==> src/inc/oka_pkg.sv <==
package oka_pkg;
	// Protocol selections
	localparam logic [3:0] OKA_PROT_9141 = 4'h3;
	localparam logic [3:0] OKA_PROT_KWP_SLOW = 4'h4;
	localparam logic [3:0] OKA_PROT_KWP_FAST = 4'h5;
	// Frame limits
	localparam int OKA_MAX_BYTES = 6;
	localparam logic [2:0] OKA_LEN_MIN = 3'h1;
	localparam logic [2:0] OKA_LEN_MAX = 3'h6;
	localparam logic [2:0] OKA_LEN_9141 = 3'h5;
	localparam logic [2:0] OKA_LEN_KWP = 3'h4;
	// Default frame bodies, byte 0 in low bits
	localparam logic [47:0] OKA_BODY_9141 = 48'h0000_01F1_6A68;
	localparam logic [47:0] OKA_BODY_KWP = 48'h0000_3EF1_33C1;
	// Timing
	localparam int OKA_CLK_HZ = 20_000_000;
	localparam int OKA_IDLE_MS_DEF = 3000;
	localparam int OKA_CYC_PER_MS = OKA_CLK_HZ / 1000;
	localparam logic [15:0] OKA_IDLE_MS_RST = 16'h0BB8;
	localparam logic [7:0] OKA_CHK_INIT = 8'h00;

	typedef struct packed {
		logic [7:0] data;
		logic valid;
	} oka_byte_type;

	typedef struct packed {
		logic [47:0] body;
		logic [2:0] len;
	} oka_frame_type;
endpackage

==> src/hw/oka_keepalive_gen.sv <==
// Summary of operation
// RQ1: Keep-alive frames only while a K-line session is connected.
// RQ2: Ordinary bus traffic counts as activity and defers keep-alives.
// RQ3: Default idle interval 3 s, host command may change it.
// RQ4: Default ISO 9141 body is 68 6A F1 01 00.
// RQ5: Default ISO 14230 body is C1 33 F1 3E.
// RQ6: Host-defined content replaces default, header bytes first.
// RQ7: Device appends a computed checksum byte; host never supplies it.
// RQ8: Custom content is one to six bytes, checksum excluded.
// RQ9: Host supplies whole frame on every content change.
// RQ10: No keep-alive frames on CAN protocols.
// RQ11: Transmit indicator pulses for each keep-alive frame sent.
// RQ12: Selections 3, 4 and 5 are the K-line protocols.
// RQ13: Idle timer restarts on every frame sent or received.
module oka_keepalive_gen
	import oka_pkg::*;
#(
	parameter int CYC_PER_MS = OKA_CYC_PER_MS,
	parameter logic [15:0] IDLE_MS_DEF = OKA_IDLE_MS_RST,
	parameter logic [7:0] LED_CYC = 8'hFF
) (
	input wire logic ref_clk_i,
	input wire logic sys_rst_i,
	input wire logic [3:0] protocol_i,
	input wire logic connected_i,
	input wire logic bus_activity_i,
	input wire logic set_keepalive_interval_i,
	input wire logic [15:0] interval_ms_i,
	input wire logic define_keepalive_content_i,
	input wire logic [47:0] content_i,
	input wire logic [2:0] content_len_i,
	input wire logic tx_ready_i,
	output logic tx_valid_o,
	output logic [7:0] tx_data_o,
	output logic tx_last_o,
	output logic busy_o,
	output logic tx_led_o
);
	typedef enum {ST_IDLE, ST_SEND, ST_CHK} oka_state_type;

	oka_state_type state_r, state_nxt;
	logic [15:0] idle_ms_r, idle_ms_nxt;
	logic [15:0] quiet_r, quiet_nxt;
	oka_frame_type cust_r, cust_nxt;
	logic cust_ok_r, cust_ok_nxt;
	oka_frame_type cur_r, cur_nxt;
	logic [2:0] idx_r, idx_nxt;
	logic [7:0] sum_r, sum_nxt;
	logic [7:0] led_r, led_nxt;
	oka_byte_type out_r, out_nxt;
	logic last_r, last_nxt;
	logic ms_tick;
	logic kline;
	logic expired;
	oka_frame_type pick;

	// ==========================================================
	// Millisecond timebase
	oka_ms_tick #(
		.CYC_PER_MS(CYC_PER_MS)
	) u_tick (
		.ref_clk_i(ref_clk_i),
		.sys_rst_i(sys_rst_i),
		.clear_i(bus_activity_i),
		.tick_o(ms_tick)
	);

	// ==========================================================
	// Frame selection
	always_comb begin
		kline = (protocol_i == OKA_PROT_9141) || (protocol_i == OKA_PROT_KWP_SLOW)
			|| (protocol_i == OKA_PROT_KWP_FAST); // [RQ12] [RQ10]
		expired = (quiet_r >= idle_ms_r);
		if (cust_ok_r) begin
			pick = cust_r; // [RQ6]
		end else if (protocol_i == OKA_PROT_9141) begin
			pick = '{body: OKA_BODY_9141, len: OKA_LEN_9141}; // [RQ4]
		end else begin
			pick = '{body: OKA_BODY_KWP, len: OKA_LEN_KWP}; // [RQ5]
		end
	end

	// ==========================================================
	// Control and transmit
	always_comb begin
		state_nxt = state_r;
		idle_ms_nxt = idle_ms_r;
		quiet_nxt = quiet_r;
		cust_nxt = cust_r;
		cust_ok_nxt = cust_ok_r;
		cur_nxt = cur_r;
		idx_nxt = idx_r;
		sum_nxt = sum_r;
		out_nxt = out_r;
		last_nxt = last_r;
		led_nxt = (led_r != 8'h00) ? led_r - 8'h01 : 8'h00;
		if (set_keepalive_interval_i) begin
			idle_ms_nxt = interval_ms_i; // [RQ3]
		end
		if (define_keepalive_content_i && content_len_i >= OKA_LEN_MIN
			&& content_len_i <= OKA_LEN_MAX) begin
			cust_nxt = '{body: content_i, len: content_len_i}; // [RQ8] [RQ9]
			cust_ok_nxt = 1'b1;
		end
		if (bus_activity_i || !connected_i || !kline) begin
			quiet_nxt = 16'h0000; // [RQ2] [RQ13]
		end else if (ms_tick && !expired) begin
			quiet_nxt = quiet_r + 16'h0001;
		end
		if (out_r.valid && tx_ready_i) begin
			out_nxt.valid = 1'b0;
			last_nxt = 1'b0;
		end
		case (state_r)
			ST_IDLE: begin
				if (connected_i && kline && expired && !bus_activity_i) begin // [RQ1]
					cur_nxt = pick;
					idx_nxt = 3'h0;
					sum_nxt = OKA_CHK_INIT;
					quiet_nxt = 16'h0000; // [RQ13]
					led_nxt = LED_CYC; // [RQ11]
					state_nxt = ST_SEND;
				end
			end
			ST_SEND: begin
				if (!out_r.valid || tx_ready_i) begin
					out_nxt.valid = 1'b1;
					out_nxt.data = cur_r.body[idx_r * 8 +: 8];
					last_nxt = 1'b0;
					sum_nxt = sum_r + cur_r.body[idx_r * 8 +: 8];
					idx_nxt = idx_r + 3'h1;
					if (idx_r + 3'h1 == cur_r.len) begin
						state_nxt = ST_CHK;
					end
				end
			end
			ST_CHK: begin
				if (!out_r.valid || tx_ready_i) begin
					out_nxt.valid = 1'b1;
					out_nxt.data = sum_r; // [RQ7]
					last_nxt = 1'b1;
					quiet_nxt = 16'h0000;
					state_nxt = ST_IDLE;
				end
			end
			default: state_nxt = ST_IDLE;
		endcase
	end

	always_ff @(posedge ref_clk_i or posedge sys_rst_i) begin
		if (sys_rst_i) begin
			state_r <= ST_IDLE;
			idle_ms_r <= IDLE_MS_DEF;
			quiet_r <= 16'h0000;
			cust_r <= '0;
			cust_ok_r <= 1'b0;
			cur_r <= '0;
			idx_r <= 3'h0;
			sum_r <= OKA_CHK_INIT;
			out_r <= '0;
			last_r <= 1'b0;
			led_r <= 8'h00;
			busy_o <= 1'b0;
			tx_led_o <= 1'b0;
		end else begin
			state_r <= state_nxt;
			idle_ms_r <= idle_ms_nxt;
			quiet_r <= quiet_nxt;
			cust_r <= cust_nxt;
			cust_ok_r <= cust_ok_nxt;
			cur_r <= cur_nxt;
			idx_r <= idx_nxt;
			sum_r <= sum_nxt;
			out_r <= out_nxt;
			last_r <= last_nxt;
			led_r <= led_nxt;
			busy_o <= (state_nxt != ST_IDLE) || out_nxt.valid;
			tx_led_o <= (led_nxt != 8'h00);
		end
	end

	assign tx_valid_o = out_r.valid;
	assign tx_data_o = out_r.data;
	// Last flag drops with the handshake, so it stands only with the checksum
	assign tx_last_o = last_r;

	// ==========================================================
	// Checks
	chk_no_can_tx: assert property (@(posedge ref_clk_i) disable iff (sys_rst_i) // [RQ10]
		$rose(busy_o) |-> $past(kline) && $past(connected_i))
		else $error("keep-alive started outside a K-line session");
	chk_start_expiry: assert property (@(posedge ref_clk_i) disable iff (sys_rst_i) // [RQ3]
		(state_r == ST_IDLE && state_nxt == ST_SEND) |-> quiet_r >= idle_ms_r)
		else $error("keep-alive started before idle interval");
	chk_activity_reset: assert property (@(posedge ref_clk_i) disable iff (sys_rst_i) // [RQ2]
		bus_activity_i |=> quiet_r == 16'h0000)
		else $error("idle timer not cleared by activity");
	chk_frame_restart: assert property (@(posedge ref_clk_i) disable iff (sys_rst_i) // [RQ13]
		(state_r == ST_IDLE && state_nxt == ST_SEND) |=> quiet_r == 16'h0000)
		else $error("idle timer not cleared by keep-alive");
	chk_led_pulse: assert property (@(posedge ref_clk_i) disable iff (sys_rst_i) // [RQ11]
		(state_r == ST_IDLE && state_nxt == ST_SEND) |=> tx_led_o)
		else $error("transmit indicator did not pulse");
	chk_len_range: assert property (@(posedge ref_clk_i) disable iff (sys_rst_i) // [RQ8]
		cust_ok_r |-> cust_r.len >= OKA_LEN_MIN && cust_r.len <= OKA_LEN_MAX)
		else $error("custom length out of range");
	chk_checksum_last: assert property (@(posedge ref_clk_i) disable iff (sys_rst_i) // [RQ7]
		(state_r == ST_CHK && (!out_r.valid || tx_ready_i)) |=> tx_last_o && tx_data_o == $past(sum_r))
		else $error("checksum byte wrong");
	chk_default_9141: assert property (@(posedge ref_clk_i) disable iff (sys_rst_i) // [RQ4]
		(state_r == ST_IDLE && state_nxt == ST_SEND && !cust_ok_r
			&& protocol_i == OKA_PROT_9141) |=> cur_r.len == OKA_LEN_9141)
		else $error("wrong default 9141 length");
	chk_default_kwp: assert property (@(posedge ref_clk_i) disable iff (sys_rst_i) // [RQ5]
		(state_r == ST_IDLE && state_nxt == ST_SEND && !cust_ok_r
			&& protocol_i != OKA_PROT_9141) |=> cur_r.len == OKA_LEN_KWP)
		else $error("wrong default KWP length");
	chk_custom_used: assert property (@(posedge ref_clk_i) disable iff (sys_rst_i) // [RQ6]
		(state_r == ST_IDLE && state_nxt == ST_SEND && cust_ok_r) |=> cur_r == $past(cust_r))
		else $error("custom content not used");
	cov_frame_sent: cover property (@(posedge ref_clk_i) disable iff (sys_rst_i) tx_last_o);
	cov_custom: cover property (@(posedge ref_clk_i) disable iff (sys_rst_i)
		cust_ok_r && state_r == ST_SEND);
	cov_stall: cover property (@(posedge ref_clk_i) disable iff (sys_rst_i)
		tx_valid_o && !tx_ready_i);
endmodule

==> src/hw/oka_ms_tick.sv <==
module oka_ms_tick
	import oka_pkg::*;
#(
	parameter int CYC_PER_MS = OKA_CYC_PER_MS
) (
	input wire logic ref_clk_i,
	input wire logic sys_rst_i,
	input wire logic clear_i,
	output logic tick_o
);
	logic [23:0] cnt_r;
	logic [23:0] cnt_nxt;
	logic tick_nxt;

	always_comb begin
		cnt_nxt = cnt_r + 24'h000001;
		tick_nxt = 1'b0;
		if (clear_i) begin
			cnt_nxt = 24'h000000;
		end else if (cnt_r == 24'(CYC_PER_MS - 1)) begin
			cnt_nxt = 24'h000000;
			tick_nxt = 1'b1;
		end
	end

	always_ff @(posedge ref_clk_i or posedge sys_rst_i) begin
		if (sys_rst_i) begin
			cnt_r <= 24'h000000;
			tick_o <= 1'b0;
		end else begin
			cnt_r <= cnt_nxt;
			tick_o <= tick_nxt;
		end
	end
endmodule

==> config.mk <==
export PLATFORM = sky130hd
export DESIGN_NAME = oka_keepalive_gen
export DESIGN_NICKNAME = d
export VERILOG_FILES = /design/src/inc/oka_pkg.sv /design/src/hw/oka_keepalive_gen.sv /design/src/hw/oka_ms_tick.sv
export SDC_FILE = /design/constraint.sdc
export NUM_CORES = 1
export LEC_CHECK = 0
export ABC_CLOCK_PERIOD_IN_PS = 7100
export BUFFER_PORTS_ARGS = -buffer_cell sky130_fd_sc_hd__buf_2
export CAP_MARGIN = 15
export CORE_MARGIN = 2
export CORE_UTILIZATION = 39
export DETAILED_ROUTE_END_ITERATION = 10
export HOLD_SLACK_MARGIN = 0.12
export PLACE_DENSITY = 0.63
export SLEW_MARGIN = 20
export SYNTH_ARGS = -nofsm -noshare
export SYNTH_HDL_FRONTEND = slang
export SYNTH_SLANG_ARGS = --single-unit
==> constraint.sdc <==
create_clock -name ref_clk_i -period 7.1 [get_ports ref_clk_i]
set_clock_uncertainty 0.1 [all_clocks]
set_input_delay 1.065 -clock ref_clk_i [delete_from_list [all_inputs] [get_ports ref_clk_i]]
set_output_delay 1.065 -clock ref_clk_i [all_outputs]
set_load 0.05 [all_outputs]
# [Word level (Yosys, flattened, before mapping)]
# Cells that the tools add are included.
[classes] n_addsub=5 n_mul=0 div=0 magnitude_cmp=3 eq_ne=10 shifts=1 mux=33 bitwise=0 reduce_logical=27
[op_table] op="two-way mux 32 bit" count=4
[op_table] op="case mux 32 bit (3 select lines)" count=1
[op_table] op="two-way mux 16 bit" count=4
[op_table] op="two-way mux 51 bit" count=1
[op_table] op="two-way mux 24 bit" count=2
[op_table] op="variable part select 48 x 7 -> 8 bit" count=1
[op_table] op="two-way mux 8 bit" count=5
[op_table] op="two-way mux 33 bit" count=1
[op_table] op="equality test 32 x 1 -> 1 bit (second input constant)" count=1
[op_table] op="equality test 32 x 2 -> 1 bit (second input constant)" count=1
[op_table] op="logical NOT 32 bit" count=1
[op_table] op="case mux 16 bit (2 select lines)" count=1
[op_table] op="nonzero test 32 bit" count=1
[op_table] op="adder 24 x 1 -> 24 bit (second input constant)" count=1
[op_table] op="equality test 24 x 15 -> 1 bit (second input constant)" count=1
[op_table] op="two-way mux 9 bit" count=2
[op_table] op="case mux 9 bit (2 select lines)" count=1
[op_table] op="adder 16 x 1 -> 16 bit (second input constant)" count=1
[op_table] op=">= comparator 16 bit" count=1
[op_table] op="case mux 8 bit (2 select lines)" count=1
[op_table] op="nonzero test 8 bit" count=2
[op_table] op="adder 8 bit" count=1
[op_table] op="equality test 4 x 3 -> 1 bit (second input constant)" count=2
[op_table] op="subtractor 8 x 1 -> 8 bit (second input constant)" count=1
[op_table] op="16 further kinds" count=41
[totals] reg_bits=223 latch_bits=0 ram_bits=0 romBits=0 input_bits=78 output_inout_bits=12 wordCells=97 n_memories=0

# [Depth between registers and ports, before layout]
# Gate-level depths: netlist of run 1.
[depth] ltp_word=10 depth_mapped=12 depth_no_buf=11

# [Cells and area by module]
# From an unflattened synthesis of run 1, not the netlist that was laid out.
[unflattened] cells_unflattened=945 area_unflattened_um2=10513.8
[by_module_without_submodules] mod="oka_keepalive_gen" instances=1 cells_each=817 area_each_um2=9246.4 seq_area_each_um2=4963.5
[by_module_without_submodules] mod="oka_ms_tick" instances=1 cells_each=128 area_each_um2=1267.5 seq_area_each_um2=625.6

# [Worst setup path before layout of run 1]
# Ideal clock, no wire load.
[synth_timing] kind="flip-flop to flip-flop" from="register idx_r[0]" to="register sum_r[6]" setup_time_ps=138 arrival_ps=3042 required_time_ps=6862 slack_ps=3820 stages_incl_launch_ff=13 n_path_buf=2 period_less_slack_ps=3280 cell_sequence="dfrtp_1 clkbuf_1 clkbuf_1 mux2i_1 o21ai_0 ha_1 fa_1 a21o_1 a21oi_1 o21bai_1 a21oi_1 xor2_1 o22ai_1"
[synth_via] elab_chain_len=4
[synth_rtl] element="start, declared" line="oka_keepalive_gen.sv:47" text="logic [2:0] idx_r, idx_nxt;"
[synth_rtl] element="start signal, assigned" line="oka_keepalive_gen.sv:172" text="idx_r <= idx_nxt;"
[synth_rtl] element="variable part select 48 x 7 -> 8 bit" line="oka_keepalive_gen.sv:130" text="sum_nxt = sum_r + cur_r.body[idx_r * 8 +: 8];"
[synth_rtl] element="adder 8 bit" line="oka_keepalive_gen.sv:130"
[synth_rtl] element="two-way mux 8 bit" line="oka_keepalive_gen.sv:126" text="if (!out_r.valid || tx_ready_i) begin"
[synth_rtl] element="case mux 8 bit (2 select lines)" line="oka_keepalive_gen.sv:114" text="case (state_r)"
[synth_rtl] element="end signal, assigned" line="oka_keepalive_gen.sv:173" text="sum_r <= sum_nxt;"
[synth_rtl] element="end, declared" line="oka_keepalive_gen.sv:48" text="logic [7:0] sum_r, sum_nxt;"
# Every way passes these cells. The select of a mux whose other input is x is not followed.
# A chain may end at the register's enable or synchronous reset.

# [Final worst setup path of run 1]
[layout_timing] from="register state_r[25]" to="register sum_r[6]"
[layout_via] elab_chain_len=3 elab_cells_between_ends=7 cone_classes="3 x eq/ne; 1 x mux; 3 x reduce/logical"
[layout_rtl] element="start, declared" line="oka_keepalive_gen.sv:41" text="oka_state_type state_r, state_nxt;"
[layout_rtl] element="start signal, assigned" line="oka_keepalive_gen.sv:166" text="state_r <= state_nxt;"
[layout_rtl] element="equality test 32 x 1 -> 1 bit or logical NOT 32 bit (tied branches)" line="oka_keepalive_gen.sv:114"
[layout_rtl] element="inequality test 2 bit (no line) or nonzero test 2 bit (tied branches)"
[layout_rtl] element="AND reduction 3 bit (no line)"
# Several ways; a longest one is shown, not always the timed one.

==> results of run 1 <==
[power groups by stage]
stage | combinational [mW] | sequential [mW] | clock (mW)
global placement | 0.165 | 1.39 | 0
global route | 0.189 | 1.37 | 1.38
CTS | 0.168 | 1.37 | 1.33
floorplan | 0.116 | 1.38 | 0
detailed placement | 0.167 | 1.39 | 0
finish | 0.163 | 1.37 | 1.30
[cell type report]
cell class	count	share of cell area, %
Clock inverter	9	0.858
Sequential cell	223	47.3
Inverter	36	1.18
Clock buffer	36	6.24
Timing Repair Buffer	98	4.45
Antenna cell	1	0.0212
Tap cell	330	3.50
Multi-Input combinational cell	656	36.4
[state kept, by name (all words and copies together), names as in the netlist]
register	cells
cur_r	51
idle_ms_r	16
led_r	8
u_tick.tick_o	1
idx_r	3
cust_ok_r	1
cust_r	51
tx_led_o	1
state_r	32
tx_data_o	8
quiet_r	16
tx_last_o	1
tx_valid_o	1
busy_o	1
u_tick.cnt_r	24
sum_r	8
[layer usage]
layer  vias to the layer above  track usage, %
met5                         -               0
met4                         0            3.87
met3                        24            2.21
met2                       117            24.6
met1                      3361            24.0
li1                       3485               -
[kinds of logic (layout without fill, tap and decap cells)]
logic type,count (synthesis),count (layout),share of synthesized area [%]
DFF,223,223,55.3
other,1,31,0.0371
muxes,77,77,9.25
adders and majority gates,28,28,3.54
buffers and inverters,85,179,3.35
AOI/OAI and AO/OA,224,224,12.9
and+or+nand+nor,262,262,12.6
xor gates and xnor gates,35,35,3.03
[worst max path at each step]
stage | startpoint | end | slack, ns | cells after the start
finish | state_r[25] | sum_r[6] | 3.68 | 6
detailed placement | state_r[9] | sum_r[6] | 3.68 | 6
CTS | state_r[31] | sum_r[6] | 3.65 | 6
global route | state_r[25] | sum_r[1] | 3.46 | 6
global placement | protocol_i[1] | state_r[0] | 3.73 | 7
floorplan | sys_rst_i | busy_o | 3.03 | 1
[layout by cell type (no fill, tap or decap), drive strengths merged, types with 9 or more instances in the layout]
| cell type | synthesis | routed |
|---|---|---|
| ha | 27 | 27 |
| nor4 | 14 | 14 |
| buf | 8 | 98 |
| xor2 | 19 | 19 |
| mux2i | 18 | 18 |
| xnor2 | 16 | 16 |
| nand2 | 96 | 96 |
| nor2b | 19 | 19 |
| conb | 1 | 30 |
| mux2 | 51 | 51 |
| a21oi | 36 | 36 |
| nor2 | 50 | 50 |
| o21ai | 125 | 125 |
| or4 | 12 | 12 |
| inv | 36 | 35 |
| nor3 | 9 | 9 |
| clkbuf | 41 | 36 |
| or3 | 12 | 12 |
| and3 | 9 | 9 |
| nand3 | 20 | 20 |
| a21o | 11 | 11 |
| dfrtp | 216 | 216 |
| o31ai | 19 | 19 |
[synth_stat cells (all sizes together), types with 2 or more instances]
cell	instances	area share (%)
a211o	3	0.26
a21o	11	0.82
a21oi	36	1.8
a22o	7	0.61
a31o	2	0.17
and3	9	0.56
buf	8	0.50
clkbuf	41	1.5
dfrtp	216	53
dfstp	7	1.8
ha	27	3.3
inv	36	1.3
mux2	51	5.7
mux2i	18	1.8
mux4	8	1.8
nand2	96	3.6
nand2b	8	0.57
nand3	20	0.99
nand4	8	0.50
nor2	50	1.9
nor2b	19	1.2
nor3	9	0.50
nor3b	2	0.15
nor4	14	0.87
o211ai	2	0.15
o21a	3	0.22
o21ai	125	6.2
o21bai	2	0.15
o22ai	5	0.31
o31ai	19	1.4
or3	12	0.74
or4	12	0.93
xnor2	16	1.4
xor2	19	1.6
[worst max-delay path: cells and delay by family, from the launching register on]
family / cells / cell delay (ns)
compound gates: 1 / 0.20
flops: 1 / 0.35
simple gates: 5 / 2.59
==> metrics.yaml, run 1 <==
status: "finished, final reports clean"
root_buffer: "clkbuf_16"
syn_inst: 935
cts_setup_buffers: 0
reg2reg_from: "state_r[25]"
vdd_ir_drop_max_uv: 189
synth.cell_area_sq_mm: 0.0101
p_sw_mw: 0.621
ys_warn_count: 0
via_per_inst: 5.03
holdPathStages: 1
synth-main-ff-cell: "dfrtp_1"
rows: 58
crit_slowest_cell: "or4_4"
dr.max_layer_used: "met4"
fmax_ghz: 0.293
crit_chain: "nor4_1 > nand2_1 > or4_1 > or4_4 > nor2_2 > o22ai_1"
p_sw_share_pct: 22.0
overflow: 0
synth_edf_count: 0
grt_max_degree: 163
yosys_register_bits: 223
p_leak_nw: 5.35
synth.avg_cell_area_sq_um: 10.8
crit_path_end_kind: "flip-flop"
maxCapViolCount: 0
wl_per_cell_microns: 15.1
max_slew.worst_pin.slew_ns: 0.969
dp_cells: 1343
dr_wl_met3_microns: 806
wl_met2_mm: 9.46
drt-pass1-iter-count: 4
vias: 6987
grtUsageTotal_pct: 16.0
slew_headroom_pct: 35.3
clkTransAtPathRegs_ns: 0.06
syn_to_final_growth_pct: 16.8
p_int_mw: 2.20
max_stage_delay_ns: 0.76
cp_max_fo: 49
htree_levels: 1
stdcell_count: 1389
hp-start: "tx_data_o[1]"
grt_pass1_vias: 7012
p_per_area_mw_per_mm2: 239
start_util_pct: 39.9
setup_ws_ns: 3.68
post-dp-hpwl_mm: 14.1
nNetsFinal: 1146
worstRegToRegCells: 6
fin_crit_ns: 3.42
drt_iter0_markers: 364
holdWs_ns: 0.381
die_w_microns: 165
ios: 90
crit_required_ns: 7.36
cts_tree: "yes"
synth_cell_types: 56
cts_made_buffers: 25
ant_nets: 0
post_cts_resized: 0
ys_seq_area_share_pct: 55.3
clkPwrFrac_pct: 45.9
postLayoutCoreUtil_pct: 46.6
postPlaceCellArea_sq_mm: 0.0110
dp_worst_setup_slack_ns: 3.68
die_h_microns: 165
min_to: "tx_data_o[1]"
hp-class: "flip-flop to flip-flop"
finalPower_mw: 2.82
multi_input_area_sq_mm: 0.00430
regArea_sq_mm: 0.00559
antenna_found_initial: 0
arrival_ns: 3.67
clk_latency_ns: 0.52
cp-start-kind: "flip-flop"
rsz0062_at_grt: "false"
setup_viol: 0
clock-sinks: 223
drv_slew: 0
power.share.combinational_pct: 5.8
routed_wl_mm: 21.0
port_buffers: 89
power.share.sequential_pct: 48.3
hold_viol_final: 0
grt_pass1_wl_mm: 35.5
core-area_sq_mm: 0.0253
dieArea_sq_mm: 0.0272
drc: 0
async_flop_share_pct: 100
post-route-period-util_pct: 48.1
wl_met1_mm: 10.4
drive_gt1_share_pct: 20.4
crit_type: "flip-flop to flip-flop"
gp_congestion: 0.793
reg2reg_to: "sum_r[6]"
r2r_slack_ns: 3.68
cts_hold_buffers: 0
clock_path_buffers: 3
fillers: 2337
stdcell_area_sq_mm: 0.0118
fin_tns_setup_ns: 0
Note: power is estimated with default switching activity, not from simulation.
==> run 2: changes to the inputs <==
Settings changed: ABC_AREA set to 1, ABC_CLOCK_PERIOD_IN_PS 7100 to 3410, PLACE_DENSITY 0.63 to 0.61.
Clock period 7.1 ns to 3.41 ns, I/O delays scaled along.
==> run 2 against run 1 <==
Effect of this change:
- combinational power increased to 2.9 times the previous value
- via count rose by 16%
- largest power group unchanged
- worst hold slack lost 0.24 ns
- critical path type unchanged
- critical path depth rose by 9
- clock power increased by 110%
- sequential cell count is the same
- first-iteration DRC count grew 21%
- die area increased by 3.5%
==> metrics.yaml, run 2 <==
root_buffer: "clkbuf_16"
nNetsFinal: 1433  # +25%
die_h_microns: 168  # +1.7%
synth_fa_ha_area_share_pct: 3.42  # -0.12 points
ys_warn_count: 0  # unchanged
p_sw_share_pct: 22.8  # +0.82 points
cts_made_buffers: 25  # unchanged
yosys_register_bits: 223  # unchanged
wl_per_cell_microns: 13.6  # -9.8%
power.share.sequential_pct: 47.4  # -0.9 points
setup_ws_ns: 0.629  # -3.05 ns
arrival_ns: 3.09  # -0.58 ns
ant_nets: 0  # unchanged
routed_wl_mm: 22.9  # +9.2%
status: "finished, final reports clean"
drc: 0  # unchanged
regArea_sq_mm: 0.00559  # unchanged
cp_max_fo: 12  # -76%
reg_top3: "cur_r: 51 flops, cust_r: 51 flops, state_r: 32 flops"
p_int_mw: 4.64  # +110%
syn_to_final_growth_pct: 22.5
hp-start: "content_i[8]"
worstRegToRegCells: 15  # +9
fillers: 2456  # +5.1%
crit_chain: "inv_1 > a21oi_1 > o21ai_0 > nand2_1 > nand2_1 > o21ai_0 > ha_1 > fa_1 > nand3_1 > nand2_1 > nand2_1 > nand2_1 > a21oi_1 > xor2_1 > o21ai_0"
synth_top_area_cell: "dfrtp_1"
cts_tree: "yes"
synth_top_area_share_pct: 51.6  # -1.8 points
cpMostUsedCell: "nand2_1"
finalPower_mw: 6.01  # +110%
ys_seq_area_share_pct: 53.4  # -1.9 points
layout_common_cells: "nand2_1, dfrtp_1, inv_1"
synth_compound_area_share_pct: 10.6  # -2.3 points
crit_start: "idx_r[1]"
post-route-period-util_pct: 81.6  # +33 points
clk_latency_ns: 0.53  # about the same
cts_hold_buffers: 63  # +63
fin_crit_ns: 2.78  # -0.636 ns
synth.area.mux_share_pct: 5.27  # -4.0 points
drt-pass1-iter-count: 4  # unchanged
syn_inst: 1145  # +22%
fmax_ghz: 0.360  # +23%
clkPwrFrac_pct: 44.8  # -1.1 points
port_buffers: 89  # unchanged
drive_gt1_share_pct: 17.5  # -3.0 points
dp_worst_setup_slack_ns: 0.680  # -3.00 ns
gp_congestion: 0.872  # +10%
grtUsageTotal_pct: 16.7  # +0.64 points
slew_headroom_pct: 44.1  # +8.8 points
post_cts_resized: 0  # unchanged
overflow: 0  # unchanged
crit_slowest_cell: "dfrtp_1"
drv_slew: 0  # unchanged
htree_levels: 1  # unchanged
reg2reg_from: "idx_r[1]"
maxCapViolCount: 0  # unchanged
dieArea_sq_mm: 0.0282  # +3.5%
crit_type: "flip-flop to flip-flop"
drt_iter0_markers: 439  # +21%
synth_common_cells: "nand2_1, dfrtp_1, inv_1"
yosysMostFrequentCell: "nand2_1"
synth_top_family_by_area: "simple AND/OR/NAND/NOR gates"
r2r_slack_ns: 0.63  # -3.05 ns
hp-class: "input pin to flip-flop"
grt_pass1_vias: 8083  # +15%
ios: 90  # unchanged
synthTopCellsByArea: "dfrtp_1, nand2_1, mux2_2"
reg2reg_to: "sum_r[6]"
postLayoutCoreUtil_pct: 48.9  # +2.3 points
rsz0062_at_grt: "false"
cp.buffers_inverters: 1  # +1
cts_setup_buffers: 0  # unchanged
synth_edf_count: 0  # unchanged
p_leak_nw: 6.03  # +13%
start_util_pct: 40.0  # +0.040 points
synth-main-ff-cell: "dfrtp_1"
cp_top_family: "adder cells"
p_sw_mw: 1.37  # +120%
power.share.combinational_pct: 7.8  # +2.0 points
core-area_sq_mm: 0.0262  # +3.5%
antenna_found_initial: 0  # unchanged
max_stage_delay_ns: 0.52  # -0.24 ns
multi_input_area_sq_mm: 0.00436  # +1.4%
async_flop_share_pct: 100  # unchanged
setup_viol: 0  # unchanged
antennaDiodeCount: 0  # -1
hold_viol_final: 0  # unchanged
synth.cell_area_sq_mm: 0.0105  # +3.6%
grt_max_degree: 74  # -55%
clock_path_buffers: 3  # unchanged
min_to: "cust_r[11]"
clock-sinks: 223  # unchanged
max_slew.worst_pin.slew_ns: 0.833  # -0.136 ns
yosys.area_share.simple_pct: 19.6  # +7.0 points
die_w_microns: 168  # +1.7%
yosys.area_share.xor_xnor_pct: 1.67  # -1.4 points
final_common_cell: "nand2_1"
cp-start-kind: "flip-flop"
crit_path_end_kind: "flip-flop"
holdPathStages: 2  # +1
grt_pass1_wl_mm: 39.0  # +10%
rows: 59  # +1.7%
synth_cell_types: 43  # -23%
post-dp-hpwl_mm: 15.6  # +11%
clkTransAtPathRegs_ns: 0.06  # about the same
via_per_inst: 4.81  # -4.4%
vdd_ir_drop_max_uv: 371  # +97%
p_per_area_mw_per_mm2: 468  # +96%
crit_required_ns: 3.72  # -3.64 ns
synth.avg_cell_area_sq_um: 9.14  # -15%
vias: 8084  # +16%
## run 2: final cells by class
class / instances / area share, %
inverters: 115 / 3.43
multi-input cells: 799 / 34.0
well taps: 335 / 3.27
clock inverters: 7 / 0.800
repair buffers: 163 / 9.23
clock buffers: 39 / 5.68
flip-flops and latches: 223 / 43.6
## run 2: worst max-delay path by stage
stage	cells past startpoint	to	slack (ns)
2_1_floorplan	1	busy_o	-0.11
3_3_place_gp	15	quiet_r[7]	0.73
3_5_place_dp	15	sum_r[6]	0.68
4_1_cts	15	sum_r[6]	0.66
5_1_grt	15	sum_r[6]	0.37
6_report	15	sum_r[6]	0.63
## run 2: logic make-up after synthesis
kind of cell             Yosys count
buffers and inverters            152
multiplexers                      49
AO/OA/AOI/OAI                    200
AND/OR/NAND/NOR                  472
other                              1
XOR/XNOR                          20
adder cells (fa/ha/maj)           28
flip-flops                       223
## run 2: per-stage QoR
step                      hold WS [ns]  instances  setup TNS, ns  area (sq um)
after detailed placement         0.350       1572              0         11400
after global placement           0.344       1572              0         11400
final                            0.143       1681              0         12800
after global routing             0.124       1681              0         12800
after CTS                        0.123       1681              0         12800
after floorplan                  0.325       1174         -22.86         10600
## run 2: power by group through the flow
| stage | Clock [mW] | Sequential, mW | Combinational, mW |
|---|---|---|---|
| floorplan | 0 | 2.87 | 0.298 |
| global placement | 0 | 2.89 | 0.410 |
| detailed placement | 0 | 2.89 | 0.419 |
| CTS | 2.77 | 2.85 | 0.477 |
| global route | 2.88 | 2.86 | 0.540 |
| finish | 2.69 | 2.85 | 0.471 |
## run 2: routing by layer
layer,share of wire (%),GRT usage [%],vias to the layer above
met3,4.0,2.49,22
met2,45,27.0,148
met1,49,23.9,3805
li1,-,-,4109
met4,1.2,3.52,0
met5,0,0,-
